### src/shared/dopt_pkg.sv
// Constants for the delayed one-shot pulse timer: register indices,
// field positions, reset values and encodings.
// Assumes a 32-bit AXI4-Lite slave with byte address = 4 * index.
package dopt_pkg;
  // ---------------------------------------------------------------
  // Register indices (byte address is four times the index)
  // ---------------------------------------------------------------
  localparam logic [9:0] IDX_MODE = 10'h120;
  localparam logic [9:0] IDX_C1   = 10'h121;
  localparam logic [9:0] IDX_IEN  = 10'h122;
  localparam logic [9:0] IDX_STAT = 10'h123;
  localparam logic [9:0] IDX_C2   = 10'h126;
  localparam logic [9:0] IDX_CNT  = 10'h128;
  localparam logic [9:0] IDX_PER  = 10'h129;
  localparam logic [9:0] IDX_END  = 10'h12A;
  localparam logic [9:0] IDX_WAIT = 10'h12B;
  localparam logic [9:0] IDX_EBUF = 10'h12C;
  localparam logic [9:0] IDX_FLT  = 10'h12D;
  localparam logic [9:0] IDX_OD   = 10'h12E;
  // ---------------------------------------------------------------
  // Field positions
  // ---------------------------------------------------------------
  localparam int MODE_RUN_BIT = 0;
  localparam int MODE_BUFD_BIT = 1;
  localparam int C1_POL_BIT = 1;
  localparam int C1_SRC_LSB = 4;
  localparam int C1_CLR_BIT = 7;
  localparam int C2_STOP_BIT = 0;
  localparam int C2_TRG_LSB = 1;
  localparam int FLT_EN_BIT = 0;
  localparam int OD_PULSE_BIT = 1;
  localparam int OD_CUT_BIT = 7;
  localparam int FLG_A = 0;
  localparam int FLG_B = 1;
  localparam int FLG_C = 2;
  localparam int FLG_D = 3;
  localparam int FLG_OVF = 4;
  // ---------------------------------------------------------------
  // Reset values and bus answers
  // ---------------------------------------------------------------
  localparam logic [7:0]  RST_C1   = 8'h00;
  localparam logic [15:0] RST_CMP  = 16'hFFFF;
  localparam logic [15:0] CNT_MAX  = 16'hFFFF;
  localparam logic [1:0]  RESP_OK  = 2'h0;
  localparam logic [1:0]  RESP_ERR = 2'h2;
  // ---------------------------------------------------------------
  // Encodings
  // ---------------------------------------------------------------
  typedef enum logic [2:0] {
    SRC_DIV1 = 3'h0, SRC_DIV2 = 3'h1, SRC_DIV4 = 3'h2, SRC_DIV8 = 3'h3,
    SRC_DIV32 = 3'h4, SRC_EXT = 3'h5, SRC_FAST = 3'h6, SRC_BAD = 3'h7
  } dopt_src_t;
  typedef enum logic [1:0] {
    TRG_OFF = 2'h0, TRG_RISE = 2'h1, TRG_FALL = 2'h2, TRG_BOTH = 2'h3
  } dopt_trg_t;
  typedef enum logic [2:0] {
    ST_STOP = 3'b001, ST_ARM = 3'b010, ST_RUN = 3'b100
  } dopt_st_t;
endpackage
### src/core/dopt_timer.sv
// Delayed one-shot pulse timer with AXI4-Lite register access.
// Assumes all pin inputs are synchronous to CORE_CLK_IN; the fast
// oscillator arrives as a one-cycle tick on FAST_TICK_IN.
//
// Notes on behaviour
// - Untriggered period is period_compare plus one source cycles.
// - Active width is end_compare minus wait_compare source cycles.
// - Activation comes wait_compare plus one cycles after start or trigger.
// - Source field: /1,/2,/4,/8,/32, external rise, fast osc; 111 forbidden.
// - Clear-select 0 runs free; 1 clears counter on period match.
// - Polarity 0 idles low, pulses high; polarity 1 inverts all.
// - Only the pulse pin is driven; other level selects do nothing.
// - Trigger field 00: counting starts when run bit is written 1.
// - Trigger field nonzero: edge starts count if running and inactive.
// - Trigger edge is rising, falling or both.
// - Run bit 0 stops, output goes idle, counter value kept.
// - Stop-select 1: period match stops and idles output, one-shot.
// - On that stop counter kept if clear-select 0, zeroed if 1.
// - Five flags: four compare matches and overflow feed one request.
// - Request is set when any flag and its enable are both 1.
// - Request drops once flag or enable drops; it is a level.
// - A further source while requesting leaves the request at 1.
// - Flags are not cleared by acknowledge; software clears them.
// - Fourth-buffer bit 1 makes the buffer hold the next end value.
// - Counter increments per source event; software reads and writes it.
// - Buffer copies to end compare on period match or trigger.
// - Optional filter accepts trigger level after three equal samples.
// - Cutoff enabled: low interrupt pin sets all output disables.
//
// Register access over AXI4-Lite is this design's own decision.
`timescale 1ns/1ps
module dopt_timer #(
  parameter int FILT_LEN = 3
) (
  input  wire logic        CORE_CLK_IN,
  input  wire logic        RESET_IN,
  input  wire logic [11:0] S_AXI_AWADDR_IN,
  input  wire logic        S_AXI_AWVALID_IN,
  output logic             S_AXI_AWREADY_OUT,
  input  wire logic [31:0] S_AXI_WDATA_IN,
  input  wire logic [3:0]  S_AXI_WSTRB_IN,
  input  wire logic        S_AXI_WVALID_IN,
  output logic             S_AXI_WREADY_OUT,
  output logic [1:0]       S_AXI_BRESP_OUT,
  output logic             S_AXI_BVALID_OUT,
  input  wire logic        S_AXI_BREADY_IN,
  input  wire logic [11:0] S_AXI_ARADDR_IN,
  input  wire logic        S_AXI_ARVALID_IN,
  output logic             S_AXI_ARREADY_OUT,
  output logic [31:0]      S_AXI_RDATA_OUT,
  output logic [1:0]       S_AXI_RRESP_OUT,
  output logic             S_AXI_RVALID_OUT,
  input  wire logic        S_AXI_RREADY_IN,
  input  wire logic        TRIG_IN,
  input  wire logic        EXT_CLK_IN,
  input  wire logic        FAST_TICK_IN,
  input  wire logic        EXT_INT_N_IN,
  output logic             PULSE_OUT,
  output logic             PULSE_OE_N_OUT,
  output logic             IRQ_OUT
);
  initial begin
    if (FILT_LEN < 2 || FILT_LEN > 8)
      $error("FILT_LEN must lie between 2 and 8");
  end

  // ---------------------------------------------------------------
  // Helpers
  // ---------------------------------------------------------------
  // Byte-lane merge for 16-bit registers
  function automatic logic [15:0] lane16(input logic [15:0] old,
                                         input logic [31:0] d,
                                         input logic [3:0] s);
    lane16 = {s[1] ? d[15:8] : old[15:8], s[0] ? d[7:0] : old[7:0]};
  endfunction

  function automatic logic mapped(input logic [9:0] i);
    mapped = (i inside {dopt_pkg::IDX_MODE, dopt_pkg::IDX_C1,
      dopt_pkg::IDX_IEN, dopt_pkg::IDX_STAT, dopt_pkg::IDX_C2,
      dopt_pkg::IDX_CNT, dopt_pkg::IDX_PER, dopt_pkg::IDX_END,
      dopt_pkg::IDX_WAIT, dopt_pkg::IDX_EBUF, dopt_pkg::IDX_FLT,
      dopt_pkg::IDX_OD});
  endfunction

  // ---------------------------------------------------------------
  // State
  // ---------------------------------------------------------------
  logic               run_r, bufd_r, stop_sel_r, flt_en_r, cut_en_r;
  logic [7:0]         c1_r;
  logic [1:0]         trg_r;
  logic [4:0]         ien_r, flg_r;
  logic [3:0]         od_r;
  logic [15:0]        cnt_r, per_r, end_r, wait_r, ebuf_r;
  logic               active_r, pulse_r, irq_r;
  dopt_pkg::dopt_st_t st_r;
  logic [4:0]         presc_r;
  logic               ext_prev_r, trig_lvl_r, trig_prev_r;
  logic [FILT_LEN-1:0] flt_sh_r;
  logic               aw_v_r, w_v_r, bvalid_r, rvalid_r;
  logic [9:0]         aw_idx_r;
  logic [31:0]        w_d_r, rdata_r;
  logic [3:0]         w_s_r;
  logic [1:0]         bresp_r, rresp_r;

  logic        we, tick, hit, m_a, m_b, m_c, m_d, trg_en, trig_edge;
  logic        trig_acc, stop_hit, clr_sel, pol;
  logic [9:0]  widx, ridx;
  dopt_pkg::dopt_src_t src;

  assign clr_sel = c1_r[dopt_pkg::C1_CLR_BIT];
  assign pol     = c1_r[dopt_pkg::C1_POL_BIT];
  assign src     = dopt_pkg::dopt_src_t'(c1_r[dopt_pkg::C1_SRC_LSB +: 3]);

  // ---------------------------------------------------------------
  // AXI4-Lite slave
  // ---------------------------------------------------------------
  // Address and data are held separately so either may come first
  assign S_AXI_AWREADY_OUT = !aw_v_r && !bvalid_r;
  assign S_AXI_WREADY_OUT  = !w_v_r && !bvalid_r;
  assign S_AXI_ARREADY_OUT = !rvalid_r;
  assign S_AXI_BVALID_OUT  = bvalid_r;
  assign S_AXI_BRESP_OUT   = bresp_r;
  assign S_AXI_RVALID_OUT  = rvalid_r;
  assign S_AXI_RDATA_OUT   = rdata_r;
  assign S_AXI_RRESP_OUT   = rresp_r;
  assign we   = aw_v_r && w_v_r && !bvalid_r;
  assign widx = aw_idx_r;
  assign ridx = S_AXI_ARADDR_IN[11:2];

  // Write channel capture and response
  always_ff @(posedge CORE_CLK_IN or posedge RESET_IN) begin
    if (RESET_IN) begin
      aw_v_r   <= 1'b0;
      w_v_r    <= 1'b0;
      aw_idx_r <= '0;
      w_d_r    <= '0;
      w_s_r    <= '0;
      bvalid_r <= 1'b0;
      bresp_r  <= dopt_pkg::RESP_OK;
    end else begin
      if (S_AXI_AWVALID_IN && S_AXI_AWREADY_OUT) begin
        aw_v_r   <= 1'b1;
        aw_idx_r <= S_AXI_AWADDR_IN[11:2];
      end
      if (S_AXI_WVALID_IN && S_AXI_WREADY_OUT) begin
        w_v_r <= 1'b1;
        w_d_r <= S_AXI_WDATA_IN;
        w_s_r <= S_AXI_WSTRB_IN;
      end
      if (we) begin
        aw_v_r   <= 1'b0;
        w_v_r    <= 1'b0;
        bvalid_r <= 1'b1;
        bresp_r  <= mapped(widx) ? dopt_pkg::RESP_OK : dopt_pkg::RESP_ERR;
      end else if (bvalid_r && S_AXI_BREADY_IN) begin
        bvalid_r <= 1'b0;
      end
    end
  end

  // Read channel: data registered on the same edge that takes the address
  always_ff @(posedge CORE_CLK_IN or posedge RESET_IN) begin
    if (RESET_IN) begin
      rvalid_r <= 1'b0;
      rdata_r  <= '0;
      rresp_r  <= dopt_pkg::RESP_OK;
    end else if (S_AXI_ARVALID_IN && !rvalid_r) begin
      rvalid_r <= 1'b1;
      rresp_r  <= mapped(ridx) ? dopt_pkg::RESP_OK : dopt_pkg::RESP_ERR;
      unique case (ridx)
        dopt_pkg::IDX_MODE: rdata_r <= {30'h0, bufd_r, run_r};
        dopt_pkg::IDX_C1:   rdata_r <= {24'h0, c1_r};
        dopt_pkg::IDX_IEN:  rdata_r <= {27'h0, ien_r};
        dopt_pkg::IDX_STAT: rdata_r <= {27'h0, flg_r};
        dopt_pkg::IDX_C2:   rdata_r <= {29'h0, trg_r, stop_sel_r};
        dopt_pkg::IDX_CNT:  rdata_r <= {16'h0, cnt_r};
        dopt_pkg::IDX_PER:  rdata_r <= {16'h0, per_r};
        dopt_pkg::IDX_END:  rdata_r <= {16'h0, end_r};
        dopt_pkg::IDX_WAIT: rdata_r <= {16'h0, wait_r};
        dopt_pkg::IDX_EBUF: rdata_r <= {16'h0, ebuf_r};
        dopt_pkg::IDX_FLT:  rdata_r <= {31'h0, flt_en_r};
        dopt_pkg::IDX_OD:   rdata_r <= {24'h0, cut_en_r, 3'h0, od_r};
        default:            rdata_r <= 32'h0000_0000;
      endcase
    end else if (rvalid_r && S_AXI_RREADY_IN) begin
      rvalid_r <= 1'b0;
    end
  end

  // ---------------------------------------------------------------
  // Count source
  // ---------------------------------------------------------------
  // Free prescaler; a divided tick fires when the low bits are all ones
  always_ff @(posedge CORE_CLK_IN or posedge RESET_IN) begin
    if (RESET_IN) begin
      presc_r    <= '0;
      ext_prev_r <= 1'b0;
    end else begin
      presc_r    <= presc_r + 5'h01;
      ext_prev_r <= EXT_CLK_IN;
    end
  end

  // Source select; code 111 gives no ticks at all
  always_comb begin
    unique case (src)
      dopt_pkg::SRC_DIV1:  tick = 1'b1;
      dopt_pkg::SRC_DIV2:  tick = presc_r[0];
      dopt_pkg::SRC_DIV4:  tick = &presc_r[1:0];
      dopt_pkg::SRC_DIV8:  tick = &presc_r[2:0];
      dopt_pkg::SRC_DIV32: tick = &presc_r;
      dopt_pkg::SRC_EXT:   tick = EXT_CLK_IN && !ext_prev_r;
      dopt_pkg::SRC_FAST:  tick = FAST_TICK_IN;
      dopt_pkg::SRC_BAD:   tick = 1'b0;
    endcase
  end

  // ---------------------------------------------------------------
  // Trigger filter and edge detect
  // ---------------------------------------------------------------
  // Filter trades FILT_LEN cycles of delay for glitch immunity
  always_ff @(posedge CORE_CLK_IN or posedge RESET_IN) begin
    if (RESET_IN) begin
      flt_sh_r    <= '0;
      trig_lvl_r  <= 1'b0;
      trig_prev_r <= 1'b0;
    end else begin
      flt_sh_r    <= {flt_sh_r[FILT_LEN-2:0], TRIG_IN};
      trig_prev_r <= trig_lvl_r;
      if (!flt_en_r)
        trig_lvl_r <= TRIG_IN;
      else if (&flt_sh_r)
        trig_lvl_r <= 1'b1;
      else if (~|flt_sh_r)
        trig_lvl_r <= 1'b0;
    end
  end

  assign trg_en = (trg_r != dopt_pkg::TRG_OFF);
  // Edge choice per trigger field
  assign trig_edge =
    (trg_r[0] && trig_lvl_r && !trig_prev_r) ||
    (trg_r[1] && !trig_lvl_r && trig_prev_r);
  // Accepted only while running and the output sits inactive
  assign trig_acc = trg_en && run_r && !active_r && trig_edge;

  // ---------------------------------------------------------------
  // Compare logic
  // ---------------------------------------------------------------
  assign hit      = (st_r == dopt_pkg::ST_RUN) && tick && !trig_acc;
  assign m_a      = (cnt_r == per_r);
  assign m_b      = (cnt_r == end_r);
  assign m_c      = (cnt_r == wait_r);
  assign m_d      = (cnt_r == ebuf_r);
  assign stop_hit = hit && m_a && stop_sel_r;

  // ---------------------------------------------------------------
  // Control registers
  // ---------------------------------------------------------------
  // Level selects of the other channels are stored but drive nothing
  always_ff @(posedge CORE_CLK_IN or posedge RESET_IN) begin
    if (RESET_IN) begin
      run_r      <= 1'b0;
      bufd_r     <= 1'b0;
      c1_r       <= dopt_pkg::RST_C1;
      ien_r      <= '0;
      stop_sel_r <= 1'b0;
      trg_r      <= dopt_pkg::TRG_OFF;
      flt_en_r   <= 1'b0;
      per_r      <= dopt_pkg::RST_CMP;
      wait_r     <= dopt_pkg::RST_CMP;
      ebuf_r     <= dopt_pkg::RST_CMP;
    end else begin
      if (we && widx == dopt_pkg::IDX_MODE && w_s_r[0]) begin
        run_r  <= w_d_r[dopt_pkg::MODE_RUN_BIT];
        bufd_r <= w_d_r[dopt_pkg::MODE_BUFD_BIT];
      end
      // Hardware stop wins over a same-cycle software write
      if (stop_hit)
        run_r <= 1'b0;
      if (we && w_s_r[0]) begin
        if (widx == dopt_pkg::IDX_C1) c1_r <= w_d_r[7:0];
        if (widx == dopt_pkg::IDX_IEN) ien_r <= w_d_r[4:0];
        if (widx == dopt_pkg::IDX_FLT)
          flt_en_r <= w_d_r[dopt_pkg::FLT_EN_BIT];
        if (widx == dopt_pkg::IDX_C2) begin
          stop_sel_r <= w_d_r[dopt_pkg::C2_STOP_BIT];
          trg_r      <= w_d_r[dopt_pkg::C2_TRG_LSB +: 2];
        end
      end
      if (we && widx == dopt_pkg::IDX_PER)
        per_r <= lane16(per_r, w_d_r, w_s_r);
      if (we && widx == dopt_pkg::IDX_WAIT)
        wait_r <= lane16(wait_r, w_d_r, w_s_r);
      if (we && widx == dopt_pkg::IDX_EBUF)
        ebuf_r <= lane16(ebuf_r, w_d_r, w_s_r);
    end
  end

  // End compare with buffered reload on period match or trigger
  always_ff @(posedge CORE_CLK_IN or posedge RESET_IN) begin
    if (RESET_IN) begin
      end_r <= dopt_pkg::RST_CMP;
    end else if (bufd_r && ((hit && m_a) || trig_acc)) begin
      end_r <= ebuf_r;
    end else if (we && widx == dopt_pkg::IDX_END) begin
      end_r <= lane16(end_r, w_d_r, w_s_r);
    end
  end

  // ---------------------------------------------------------------
  // Counter, run state and pulse level
  // ---------------------------------------------------------------
  always_ff @(posedge CORE_CLK_IN or posedge RESET_IN) begin
    if (RESET_IN) begin
      st_r     <= dopt_pkg::ST_STOP;
      cnt_r    <= '0;
      active_r <= 1'b0;
    end else begin
      if (we && widx == dopt_pkg::IDX_CNT)
        cnt_r <= lane16(cnt_r, w_d_r, w_s_r);
      unique case (st_r)
        dopt_pkg::ST_STOP: begin
          active_r <= 1'b0;
          // An edge in the very cycle after the run write is not lost
          if (run_r && trig_acc) begin
            st_r  <= dopt_pkg::ST_RUN;
            cnt_r <= '0;
          end else if (run_r)
            st_r <= trg_en ? dopt_pkg::ST_ARM : dopt_pkg::ST_RUN;
        end
        dopt_pkg::ST_ARM, dopt_pkg::ST_RUN: begin
          if (!run_r) begin
            st_r     <= dopt_pkg::ST_STOP;
            active_r <= 1'b0;
          end else if (trig_acc) begin
            st_r  <= dopt_pkg::ST_RUN;
            cnt_r <= '0;
          end else if (hit) begin
            if (m_a && clr_sel)
              cnt_r <= '0;
            else if (!stop_hit)
              cnt_r <= cnt_r + 16'h0001;
            if (stop_hit) begin
              st_r     <= dopt_pkg::ST_STOP;
              active_r <= 1'b0;
            end else if (m_b)
              active_r <= 1'b0;
            else if (m_c)
              active_r <= 1'b1;
          end
        end
        default: st_r <= dopt_pkg::ST_STOP;
      endcase
    end
  end

  // ---------------------------------------------------------------
  // Flags, request, output pin and cutoff
  // ---------------------------------------------------------------
  // Writing 0 clears a flag; a same-cycle event still sets it
  always_ff @(posedge CORE_CLK_IN or posedge RESET_IN) begin
    if (RESET_IN) begin
      flg_r <= '0;
    end else begin
      flg_r <= ((we && widx == dopt_pkg::IDX_STAT && w_s_r[0])
                ? (flg_r & w_d_r[4:0]) : flg_r)
             | ({5{hit}} & {cnt_r == dopt_pkg::CNT_MAX && !(m_a && clr_sel),
                            m_d, m_c, m_b, m_a});
    end
  end

  // Cutoff disables; the low pin beats a software re-enable
  always_ff @(posedge CORE_CLK_IN or posedge RESET_IN) begin
    if (RESET_IN) begin
      od_r     <= '0;
      cut_en_r <= 1'b0;
    end else begin
      if (we && widx == dopt_pkg::IDX_OD && w_s_r[0]) begin
        od_r     <= w_d_r[3:0];
        cut_en_r <= w_d_r[dopt_pkg::OD_CUT_BIT];
      end
      if (cut_en_r && !EXT_INT_N_IN)
        od_r <= 4'hF;
    end
  end

  // Registered pin level and level request
  always_ff @(posedge CORE_CLK_IN or posedge RESET_IN) begin
    if (RESET_IN) begin
      pulse_r <= 1'b0;
      irq_r   <= 1'b0;
    end else begin
      pulse_r <= active_r ^ pol;
      irq_r   <= |(flg_r & ien_r);
    end
  end

  assign PULSE_OUT      = pulse_r;
  assign PULSE_OE_N_OUT = od_r[dopt_pkg::OD_PULSE_BIT];
  assign IRQ_OUT        = irq_r;
endmodule // dopt_timer

### config.mk
export PLATFORM = sky130hd
export DESIGN_NAME = dopt_timer
export DESIGN_NICKNAME = d
export VERILOG_FILES = /design/src/shared/dopt_pkg.sv /design/src/core/dopt_timer.sv
export SDC_FILE = /design/constraint.sdc
export NUM_CORES = 1
export LEC_CHECK = 0
export ABC_AREA = 0
export BUFFER_PORTS_ARGS = -buffer_cell sky130_fd_sc_hd__buf_2
export CAP_MARGIN = 20
export CORE_ASPECT_RATIO = 1.4
export CORE_MARGIN = 3
export CORE_UTILIZATION = 59
export DETAILED_ROUTE_END_ITERATION = 12
export PLACE_DENSITY_LB_ADDON = 0.12
export SLEW_MARGIN = 0
export SYNTH_ARGS = -nofsm -noshare
export SYNTH_HDL_FRONTEND = slang
export SYNTH_SLANG_ARGS = --single-unit
### constraint.sdc
create_clock -name CORE_CLK_IN -period 5.65 [get_ports CORE_CLK_IN]
set_input_delay 0.2825 -clock CORE_CLK_IN [delete_from_list [all_inputs] [get_ports CORE_CLK_IN]]
set_output_delay 0.2825 -clock CORE_CLK_IN [all_outputs]
set_load 0.005 [all_outputs]
# Yosys cells after proc, flatten, opt, wreduce, memory -nomap -nowiden
# Index checks and enable logic that the tools add are counted.
# word_totals
register_bits,194
latchBits,0
ramBits,0
mem_bits_ro,0
input_bits,71
out_inout_bits,44
word_cells,226
mem_count,0
# classes
addsub,2
multipliers,0
div_mod_pow,0
order_cmp,0
eq_ne,46
shift,0
mux,49
bitwise,5
reduce_logical,86
# op_table
op,count
== test 10 x 9 -> 1 bit (second input constant),24
case mux 16 bit (12 select lines),1
2-to-1 mux 16 bit,9
== test 16 bit,4
logical AND 1 bit,38
2-to-1 mux 8 bit,4
case mux 16 bit (2 select lines),1
AND reduction 2 bit,13
nonzero test 12 bit,2
nonzero test 2 bit,11
2-to-1 mux 3 bit,7
2-to-1 mux 1 bit,19
adder 16 x 1 -> 16 bit (second input constant),1
== test 16 bit (second input constant),1
bitwise AND 5 bit,3
== test 3 bit (second input constant),5
!= test 3 bit (second input constant),4
logical NOT 1 bit,11
== test 3 x 2 -> 1 bit (second input constant),3
AND reduction 3 bit,3
2-to-1 mux 4 bit,2
!= test 4 bit (second input constant),2
case mux 1 bit (8 select lines),1
== test 3 x 1 -> 1 bit (second input constant),2
15 further kinds,17

# Logic depth before layout (Yosys ltp)
# Gate-level depths: netlist (run 1).
# logic_depth
depth_word,15
ltp_mapped,10
mapped_depth_nobuf,9

# Least setup slack after synthesis (run 1)
# No wires, ideal clock.
# synth_timing
path_kind,register to register
from,register presc_r[0]
to,register end_r[0]
setup_ns,0.082
t_arrival_ns,2.231
t_required_ns,5.568
slack_ns,3.337
stages_incl_launch_ff,9
n_path_buf,1
synth_period_minus_slack_ns,2.313
path_cell_list,dfrtp_1 -> ha_1 -> or4b_1 -> o21ai_0 -> nor3_2 -> a21o_1 -> nand2_2 -> buf_6 -> mux2_2
# synth_via
elab_chain_cells,9
# synth_lines
item,line_no,rtl
start: declaration,dopt_timer.sv:96,logic [4:0] presc_r;
start signal: assignment,dopt_timer.sv:199,presc_r <= presc_r + 5'h01;
"AND reduction 5 bit, or another cell as far along",dopt_timer.sv:211,dopt_pkg::SRC_DIV32: tick = &presc_r;
case mux 1 bit (8 select lines) *,dopt_timer.sv:206,unique case (src)
logical AND 1 bit * (2 in a row),dopt_timer.sv:250,assign hit = (st_r == dopt_pkg::ST_RUN) && tick && !trig_acc;
logical AND 1 bit *,dopt_timer.sv:304,end else if (bufd_r && ((hit && m_a) || trig_acc)) begin
logical OR 1 bit *,dopt_timer.sv:304,
logical AND 1 bit *,dopt_timer.sv:304,
nonzero test 2 bit (no source line),--,
AND reduction 2 bit (no source line),--,
end signal: assignment,dopt_timer.sv:303,end_r <= dopt_pkg::RST_CMP;
end signal: assignment,dopt_timer.sv:305,end_r <= ebuf_r;
end signal: assignment,dopt_timer.sv:307,"end_r <= lane16(end_r, w_d_r, w_s_r);"
end: declaration,dopt_timer.sv:93,"logic [15:0] cnt_r, per_r, end_r, wait_r, ebuf_r;"
# Every way passes the cells marked *; elsewhere a longest branch is shown, timed or not.
# A chain may end at the register's enable or synchronous reset.

# Worst setup path in the final report (run 1)
# layout_timing
from,register presc_r[0]
to,register cnt_r[5]
# layout_via
elab_chain_cells,12
# layout_lines
item,line_no,rtl
"AND reduction 5 bit, or another cell as far along",dopt_timer.sv:211,
case mux 1 bit (8 select lines) *,dopt_timer.sv:206,
logical AND 1 bit * (2 in a row),dopt_timer.sv:250,
logical AND 1 bit (2 in a row),dopt_timer.sv:255,assign stop_hit = hit && m_a && stop_sel_r;
2-to-1 mux 16 bit,dopt_timer.sv:342,else if (!stop_hit)
2-to-1 mux 16 bit,dopt_timer.sv:340,if (m_a && clr_sel)
2-to-1 mux 16 bit *,dopt_timer.sv:339,end else if (hit) begin
2-to-1 mux 16 bit *,dopt_timer.sv:336,end else if (trig_acc) begin
2-to-1 mux 16 bit *,dopt_timer.sv:333,if (!run_r) begin
case mux 16 bit (2 select lines) *,dopt_timer.sv:322,unique case (st_r)
end signal: assignment,dopt_timer.sv:321,"cnt_r <= lane16(cnt_r, w_d_r, w_s_r);"
end signal: assignment,dopt_timer.sv:343,cnt_r <= cnt_r + 16'h0001;
end: declaration,dopt_timer.sv:93,
# Marked as above.

==> impl_summary.md, run 1 <==
Placed design
The cell count after placement is 1,105. Detailed placement finished with a half-perimeter wire length of 20.2 mm. The weighted congestion reported at the end of routability-driven placement is 0.946.

During placement, the flow inserted port buffers numbering 74.

Timing
The clock period could shrink to 3.31 ns. On the final layout, the worst clock skew is 0.0126 ns. The max-slew violation count is 0. Setup repair after global routing left no endpoint under its margin. Dividing the final minimum period by the clock period gives 0.586. The post-route worst hold slack is about 0.023 ns.

After routing, the total negative slack on setup checks comes to 0 ns. The count of final hold-check violations came to 0. For this run, the top clock speed supported by timing is 0.302 GHz. The measured slew at the worst slew-check pin is between 1 and 1.5 ns. The number of endpoints failing setup at the final stage is 0. The worst pin sits at a relative slew slack of 0.274.

Cells and area
In the final layout, the share of cells above drive strength 1 is 0.364. The number of inserted filler cells in the final layout is ~1,300. For this run, the number of standard cells in the final layout without fillers is 1,142. In the final layout, the multi-input gates occupy just over 5000 um2.

The number of antenna diodes in the final layout is 0. The utilization after layout is 0.669. The footprint of the flip-flops and latches is between 4000 and 5000 um2. Relative to the synthesized area, the layout overhead comes to 10.0%. The number of nets in the layout is between 1,000 and 1,500.

Outcome
The flow ran to the end, and the final reports show no timing, DRC or antenna violations.

Global route
The largest net degree at the start of global routing is 84. Global routing finished with a remaining overflow of 0. The via count of the first global-routing pass was 7,624. The first global-routing pass estimated 43.6 mm of wire. The number of antenna violations at the first check in global routing came to 0. The global-route usage over all layers is 0.312.

Drt
Across all layers, the routed design uses 7,347 vias. The routed wire length per instance is around 25 um. The DRC violation count after routing is 0. The via count normalized by instance count is 6.43. Once detail routing completed, the nets flagged for antenna violations numbered 0. In this run, the number of DRC markers left after iteration 0 of detailed routing was 669. The aggregate routed wire length is roughly 28 mm. The first-pass detailed-route iteration total is 6.

Worst setup path
The setup slack of the most critical reg-to-reg path is 2.34 ns. The reg-to-reg endpoint is cnt_r[5]$_DFF_PP0_. The highest net fanout along the worst path is 13.

The type of element capturing the critical path is a flip-flop. In this run the critical register-to-register path is launched from presc_r[0]$_DFF_PP0_. By startpoint and endpoint, the worst setup path is classified as reg2reg.

The startpoint type of the worst setup path is a flip-flop. The data arrival time of the critical path is 3.66 ns. The data required time at the worst endpoint is ~6.0 ns. The depth of the most critical reg-to-reg path is 7.

Clocking
The clock passes through at most 2 buffers. Clock-pin slew was measured on the worst setup and hold paths at 0.08 ns. TritonCTS built the clock tree. Once the clock tree was built, the setup fixing pass inserted 0 buffers. The total CTS buffers is 17.

The clock net sink count is 176. In this run the number of H-tree levels came out at 4. The number of gates resized after CTS was 0. The clock insertion delay at the later pin of the skew report is about 0.45 ns. The tree is rooted in a sky130_fd_sc_hd__clkbuf_16.

Yosys
In the post-synthesis netlist, the biggest area contributors are sky130_fd_sc_hd__dfrtp_1, sky130_fd_sc_hd__dfstp_2, sky130_fd_sc_hd__mux2_2. Synthesis inferred 176 register bits. For this run, the leading register cell type out of synthesis is sky130_fd_sc_hd__dfrtp_1. The cell area that synthesis handed to floorplanning was 9920 um2. Synthesis instantiated 71 different standard cells from the library. The Yosys step of the flow raised 0 warnings. The count of mapped cells out of synthesis is 878.

For this run, asynchronously set or reset flops after synthesis account for 1.00. The number of synthesized flops with an enable pin is 0. The synthesized design spends more area on one cell type than any other, namely sky130_fd_sc_hd__dfrtp_1. The fraction of synthesized cell area taken by the top area cell type is 0.280. The average cell area after synthesis is 11.3 um2. The commonest cells after synthesis are sky130_fd_sc_hd__mux2_2, sky130_fd_sc_hd__dfrtp_1, sky130_fd_sc_hd__dfstp_2. In the post-synthesis netlist, the cell with the most instances is sky130_fd_sc_hd__mux2_2. The share of the Yosys chip area taken by registers is 0.452.

Die
The region available for standard cell placement spans between 15,000 and 20,000 um2. The site row count is 55. The die is 159 um tall. The horizontal die dimension is 116 um. The die covers 18,400 um2. The number of primary I/O pins is 115. The initial utilization of the core area, before any placement, comes to 0.608.

Power and ir drop
The power per cell area is 378 nW/um2. The peak ir drop on the vdd network is 0.000355 V. The design draws 4.13 mW. The total leakage power is 5.03 nW.

Worst hold path
The startpoint identified for the worst hold timing path is S_AXI_BREADY_IN. The number of instances on the worst hold path is 2. The endpoint with the worst hold slack is S_AXI_BVALID_OUT$_DFFE_PP0P_.

The tightest min-delay check is of the in2reg type.

Flow run
Across the run, the number of max-cap violations was 0.
cells by family (layout without fill, tap and decap cells):
| group | after synthesis | after routing | share of synthesized area |
|---|---|---|---|
| XOR/XNOR | 79 | 79 | 0.0698 |
| adder cells (fa/ha/maj) | 4 | 4 | 0.00505 |
| other | 1 | 18 | 0.000378 |
| AO/OA/AOI/OAI | 154 | 154 | 0.111 |
| flip-flops | 176 | 176 | 0.452 |
| multiplexers | 175 | 175 | 0.203 |
| AND/OR/NAND/NOR | 206 | 206 | 0.114 |
| buffers and inverters | 83 | 131 | 0.0448 |
timing repair:
item,CTS,global route
hold buffers,3,0
hold endpoints to repair,45,0
setup endpoints to repair,0,0
metal layers:
layer  GRT usage  vias to the layer above  part of all wire
li1            -                     3271                 -
met1       0.377                     3692              0.38
met2       0.524                      305              0.51
met3      0.0582                       79             0.056
met4       0.162                        0             0.052
met5           0                        -                 0
flip-flops by register name, summed over array words and instances (netlist names), 5 cells and up:
signal / count
ebuf_r: 16
aw_idx_r: 10
per_r: 16
w_d_r: 16
cnt_r: 16
ien_r: 5
S_AXI_RDATA_OUT: 16
wait_r: 16
flg_r: 5
c1_r: 8
presc_r: 5
end_r: 16
power by group:
group | leakage, nW | internal (mW) | switching, mW
registers | 2.06 | 1.45 | 0.450
clock network | 0.284 | 0.593 | 0.582
logic | 2.69 | 0.480 | 0.568
worst max-delay path by stage:
stage / start / endpoint / slack (ns) / cells past startpoint
global route: presc_r[0]$_DFF_PP0_ / cnt_r[6]$_DFF_PP0_ / 2.17 / 7
floorplan: RESET_IN / IRQ_OUT$_DFF_PP0_ / 0.70 / 1
global placement: presc_r[0]$_DFF_PP0_ / cnt_r[6]$_DFF_PP0_ / 2.44 / 7
CTS: presc_r[0]$_DFF_PP0_ / cnt_r[5]$_DFF_PP0_ / 2.33 / 7
detailed placement: presc_r[0]$_DFF_PP0_ / cnt_r[5]$_DFF_PP0_ / 2.39 / 7
finish: presc_r[0]$_DFF_PP0_ / cnt_r[5]$_DFF_PP0_ / 2.34 / 7
layout by cell type (no fill, tap or decap), drive strengths merged, types with 4 or more instances in the layout:
master and n:
clkbuf 17, a21oi 13, dfrtp 111, and3 8, a22oi 11, conb 18
dfstp 65, a31oi 5, xor2 55, nor4 19, nand4 16, mux2 140
nand3b 4, mux2i 33, o31ai 4, and2 8, clkinv 5, inv 24
a21o 6, a22o 4, nand2 37, nand3 17, ha 4, a222oi 9
o21a 5, nand2b 14, nor2b 5, buf 81, nor3 6, xnor2 24
a221oi 15, o21ai 59, nor2 57
layout make-up:
class	instances	area share
Clock buffer	17	0.0390
Timing Repair Buffer	84	0.0433
Tap cell	199	0.0228
Clock inverter	15	0.0147
Multi-Input combinational cell	636	0.464
Sequential cell	176	0.411
Inverter	15	0.00562
per-stage QoR:
stage	setup WS, ns	area (um2)
floorplan	0.702	9980
global placement	2.44	10300
detailed placement	2.39	10300
CTS	2.33	10900
global route	2.17	10900
finish	2.34	10900
worst max-delay path, cell delays in order, from the launching register on:
cell                       delay [ns]
sky130_fd_sc_hd__dfrtp_1         0.44
sky130_fd_sc_hd__ha_1            0.25
sky130_fd_sc_hd__ha_1            0.19
sky130_fd_sc_hd__o21ai_0         0.71
sky130_fd_sc_hd__nor4_1          0.20
sky130_fd_sc_hd__a21oi_1         0.81
sky130_fd_sc_hd__o21ai_0         0.31
sky130_fd_sc_hd__a221oi_2        0.30
Power figures use the tool's default switching activity.
==> run 2, diff against run 1 <==
- clock period: 5.65 -> 3.3 ns (I/O delays scaled with it)
==> run 2 against run 1 <==
  * Hold slack better by 0.078 ns
  * Largest power group unchanged
  * Utilization up 2.8 points
  * First-iteration DRC count up 7.2%
  * Fmax up 18%
  * Combinational power up 100%
  * Power up 74%
  * Global-route usage up 0.92 points
  * Largest cell class unchanged
  * Register-to-register slack worse by 1.8 ns
  * Sequential cell count unchanged
  * Critical endpoint is now end_r[14]$_DFFE_PP1P_
  * Non-clock buffer count up 55
  * Via count up 4.8%
  * Cell count up 4.8%
==> impl_summary.md, run 2 (synthesis gave the netlist of run 1 again) <==
Timing
The measured slew at the worst slew-check pin is about 1 ns. In this run the tightest slew margin relative to its limit is 0.320. Dividing the final minimum period by the clock period gives 0.851.

The worst clock skew is 0.0127 ns. The max-slew violation count is 0. In the final timing run, aggregate negative setup slack is 0 ns. The count of final hold-check violations is 0.

The worst path in the final design needs a cycle of roughly 2.8 ns, including I/O delays and setup. Setup repair after global routing left no endpoint under its margin. Setup violations remaining at the end of the flow were counted as 0. Timing would allow up to approximately 0.36 GHz.

Worst setup path
On the worst path, the slowest cell contributes a delay of 0.44 ns. The standard cell with the maximum stage delay on the critical path is sky130_fd_sc_hd__nor3_2. The cell class contributing the biggest share of worst-path delay is simple AND/OR/NAND/NOR gates. Of all nets on the critical path, the largest fanout is 7. STA classifies the critical path startpoint as a flip-flop.

By instance count, the cell type seen most on the critical path is sky130_fd_sc_hd__ha_1. The type of element capturing the critical path is a flip-flop. Data on the critical path arrives at its endpoint at 3.17 ns. For the worst setup path, the data required time is 3.66 ns. The critical path goes through ha_1, and3_1, ha_1, mux2i_1, o221a_2, nor3_2, a21o_1, nand2_2, buf_4, mux2_4.

The critical path is of the reg2reg type. The combined buffer and inverter count along the critical path is 1.

Cells and area
The signed area change from the synthesized netlist to the final layout is 14.7%. The final antenna diode count is 0. At the end of the flow the core is filled with cells to 0.697. The library cells used most frequently in the layout, excluding fill and tap cells, are sky130_fd_sc_hd__mux2_2, sky130_fd_sc_hd__dfrtp_1, sky130_fd_sc_hd__buf_2. The fraction of layout instances using a drive strength above 1 is 0.369.

The number of nets in the layout is 1,060. The most common cell after layout, fill and taps aside is sky130_fd_sc_hd__mux2_2.

Global route
The total congestion overflow after global routing is 0. Entering global routing, the biggest net connects 82 pins. The global-route usage over all layers is 0.322.

The via count of the first global-routing pass is 7,995. The number of antenna violations at the first check in global routing is 1. The first global-routing pass estimated 45.0 mm of wire.

Drt
For this block, the via count after detailed routing is a little under 8,000. After detailed routing, the number of vias per cell comes to between 6 and 7. In the final routed layout, each cell accounts on average for 24.2 um.

The aggregate routed wire length is between 20 and 30 mm. The DRC violation count after routing is 0. The number of nets with antenna violations after routing is 0. The first-pass detailed-route iteration total is 8. The first routing iteration left 717 violations.

Clocking
The TritonCTS clock tree is done. The post-CTS setup buffer count is 0. Clock-pin slew was measured on the worst setup and hold paths at 0.07 ns.

The cell sitting at the root of the clock tree is a sky130_fd_sc_hd__clkbuf_16. The clock net sink count is 176. Clock latency on the worst-skew pair, taken at its later pin, is between 0.4 and 0.5 ns. The count of instances resized after the clock tree is built is 0. The clock tree buffer depth is 2.

Clock tree synthesis inserted a total of 17 buffers. The H-tree was split into 4 levels.

Outcome
The run finished with clean final reports.

Placed design
The half-perimeter wire length after placement is 21.0 mm. Port buffering added 74 buffers. The weighted congestion reported at the end of routability-driven placement is 1.00.

Flow run
Max-cap violations in this run came to 0.

Power and ir drop
The worst-case IR drop observed on VDD is 0.000582 V. The power per cell area is 632 nW/um2. Summed over all cells, the static leakage comes to 5.27 nW.

Die
The horizontal die dimension is 116 um. The number of primary I/O pins is 115. The initial utilization of the core area, before any placement, comes to 0.608. The placeable core region is 16,300 um2. The vertical extent of the die is 159 um.

The floorplan step defined a die boundary enclosing 18,400 um2. The site row count is 55.

Worst hold path
The worst hold path class is in2reg.
## run 2: worst paths after layout
path	endpoint	depth (start not counted)	start	slack, ns
setup / recovery	end_r[14]$_DFFE_PP1P_	10	presc_r[0]$_DFF_PP0_	0.49
hold / removal	od_r[0]$_DFFE_PP0P_	3	EXT_INT_N_IN	0.10
setup reg to reg	end_r[14]$_DFFE_PP1P_	10	presc_r[0]$_DFF_PP0_	0.49
hold reg to reg	flt_sh_r[1]$_DFF_PP0_	0	flt_sh_r[0]$_DFF_PP0_	0.40
max in group asynchronous	per_r[0]$_DFFE_PP1P_	4	RESET_IN	1.83
min in group asynchronous	S_AXI_RDATA_OUT[9]$_DFFE_PP0P_	3	RESET_IN	0.49
## run 2: final cells by class
class	instances	area [um2]
Multi-Input combinational cell	636	5060
Clock buffer	17	425
Tap cell	199	249
Inverter	15	60.1
Clock inverter	15	140
Timing Repair Buffer	139	953
Fill cell	1267	4940
Sequential cell	176	4490
## run 2: repair_timing
| item | 4_1_cts | 5_1_grt |
|---|---|---|
| endpoints found under the hold margin | 65 | 0 |
| setup endpoints to repair | 0 | 0 |
| hold buffers | 33 | 0 |
## run 2: stage by stage
stage,setup WS [ns],instances,power [mW],instance area [um2],hold WS (ns)
after floorplan,0.935,895,4.40,9990,0.196
after global routing,0.394,1197,7.49,11400,0.110
after detailed placement,0.421,1131,5.15,10500,0.291
after CTS,0.385,1196,7.14,11400,0.102
after global placement,0.462,1131,5.06,10500,0.288
final,0.492,1197,7.18,11400,0.101
## run 2: metal layers
metal,share of wire,vias to the layer above,global-route usage
met5,0,-,0
met4,0.082,0,0.217
met3,0.053,137,0.0388
met2,0.49,375,0.533
met1,0.37,3800,0.385
li1,-,3386,-
## run 2: report_power, final
part | switching, mW | internal, mW
clock network | 0.963 | 1.00
registers | 0.612 | 2.49
logic | 1.19 | 0.922
total | 2.77 | 4.42
## run 2: worst register-to-register path, delay by kind of cell, from the launching register on
kind	cells	cell delay (ns)
mux	2	0.38
simple gates	3	0.78
compound gates	2	0.54
fa+ha+maj	2	0.36
flops	1	0.43
buf+inv	1	0.25
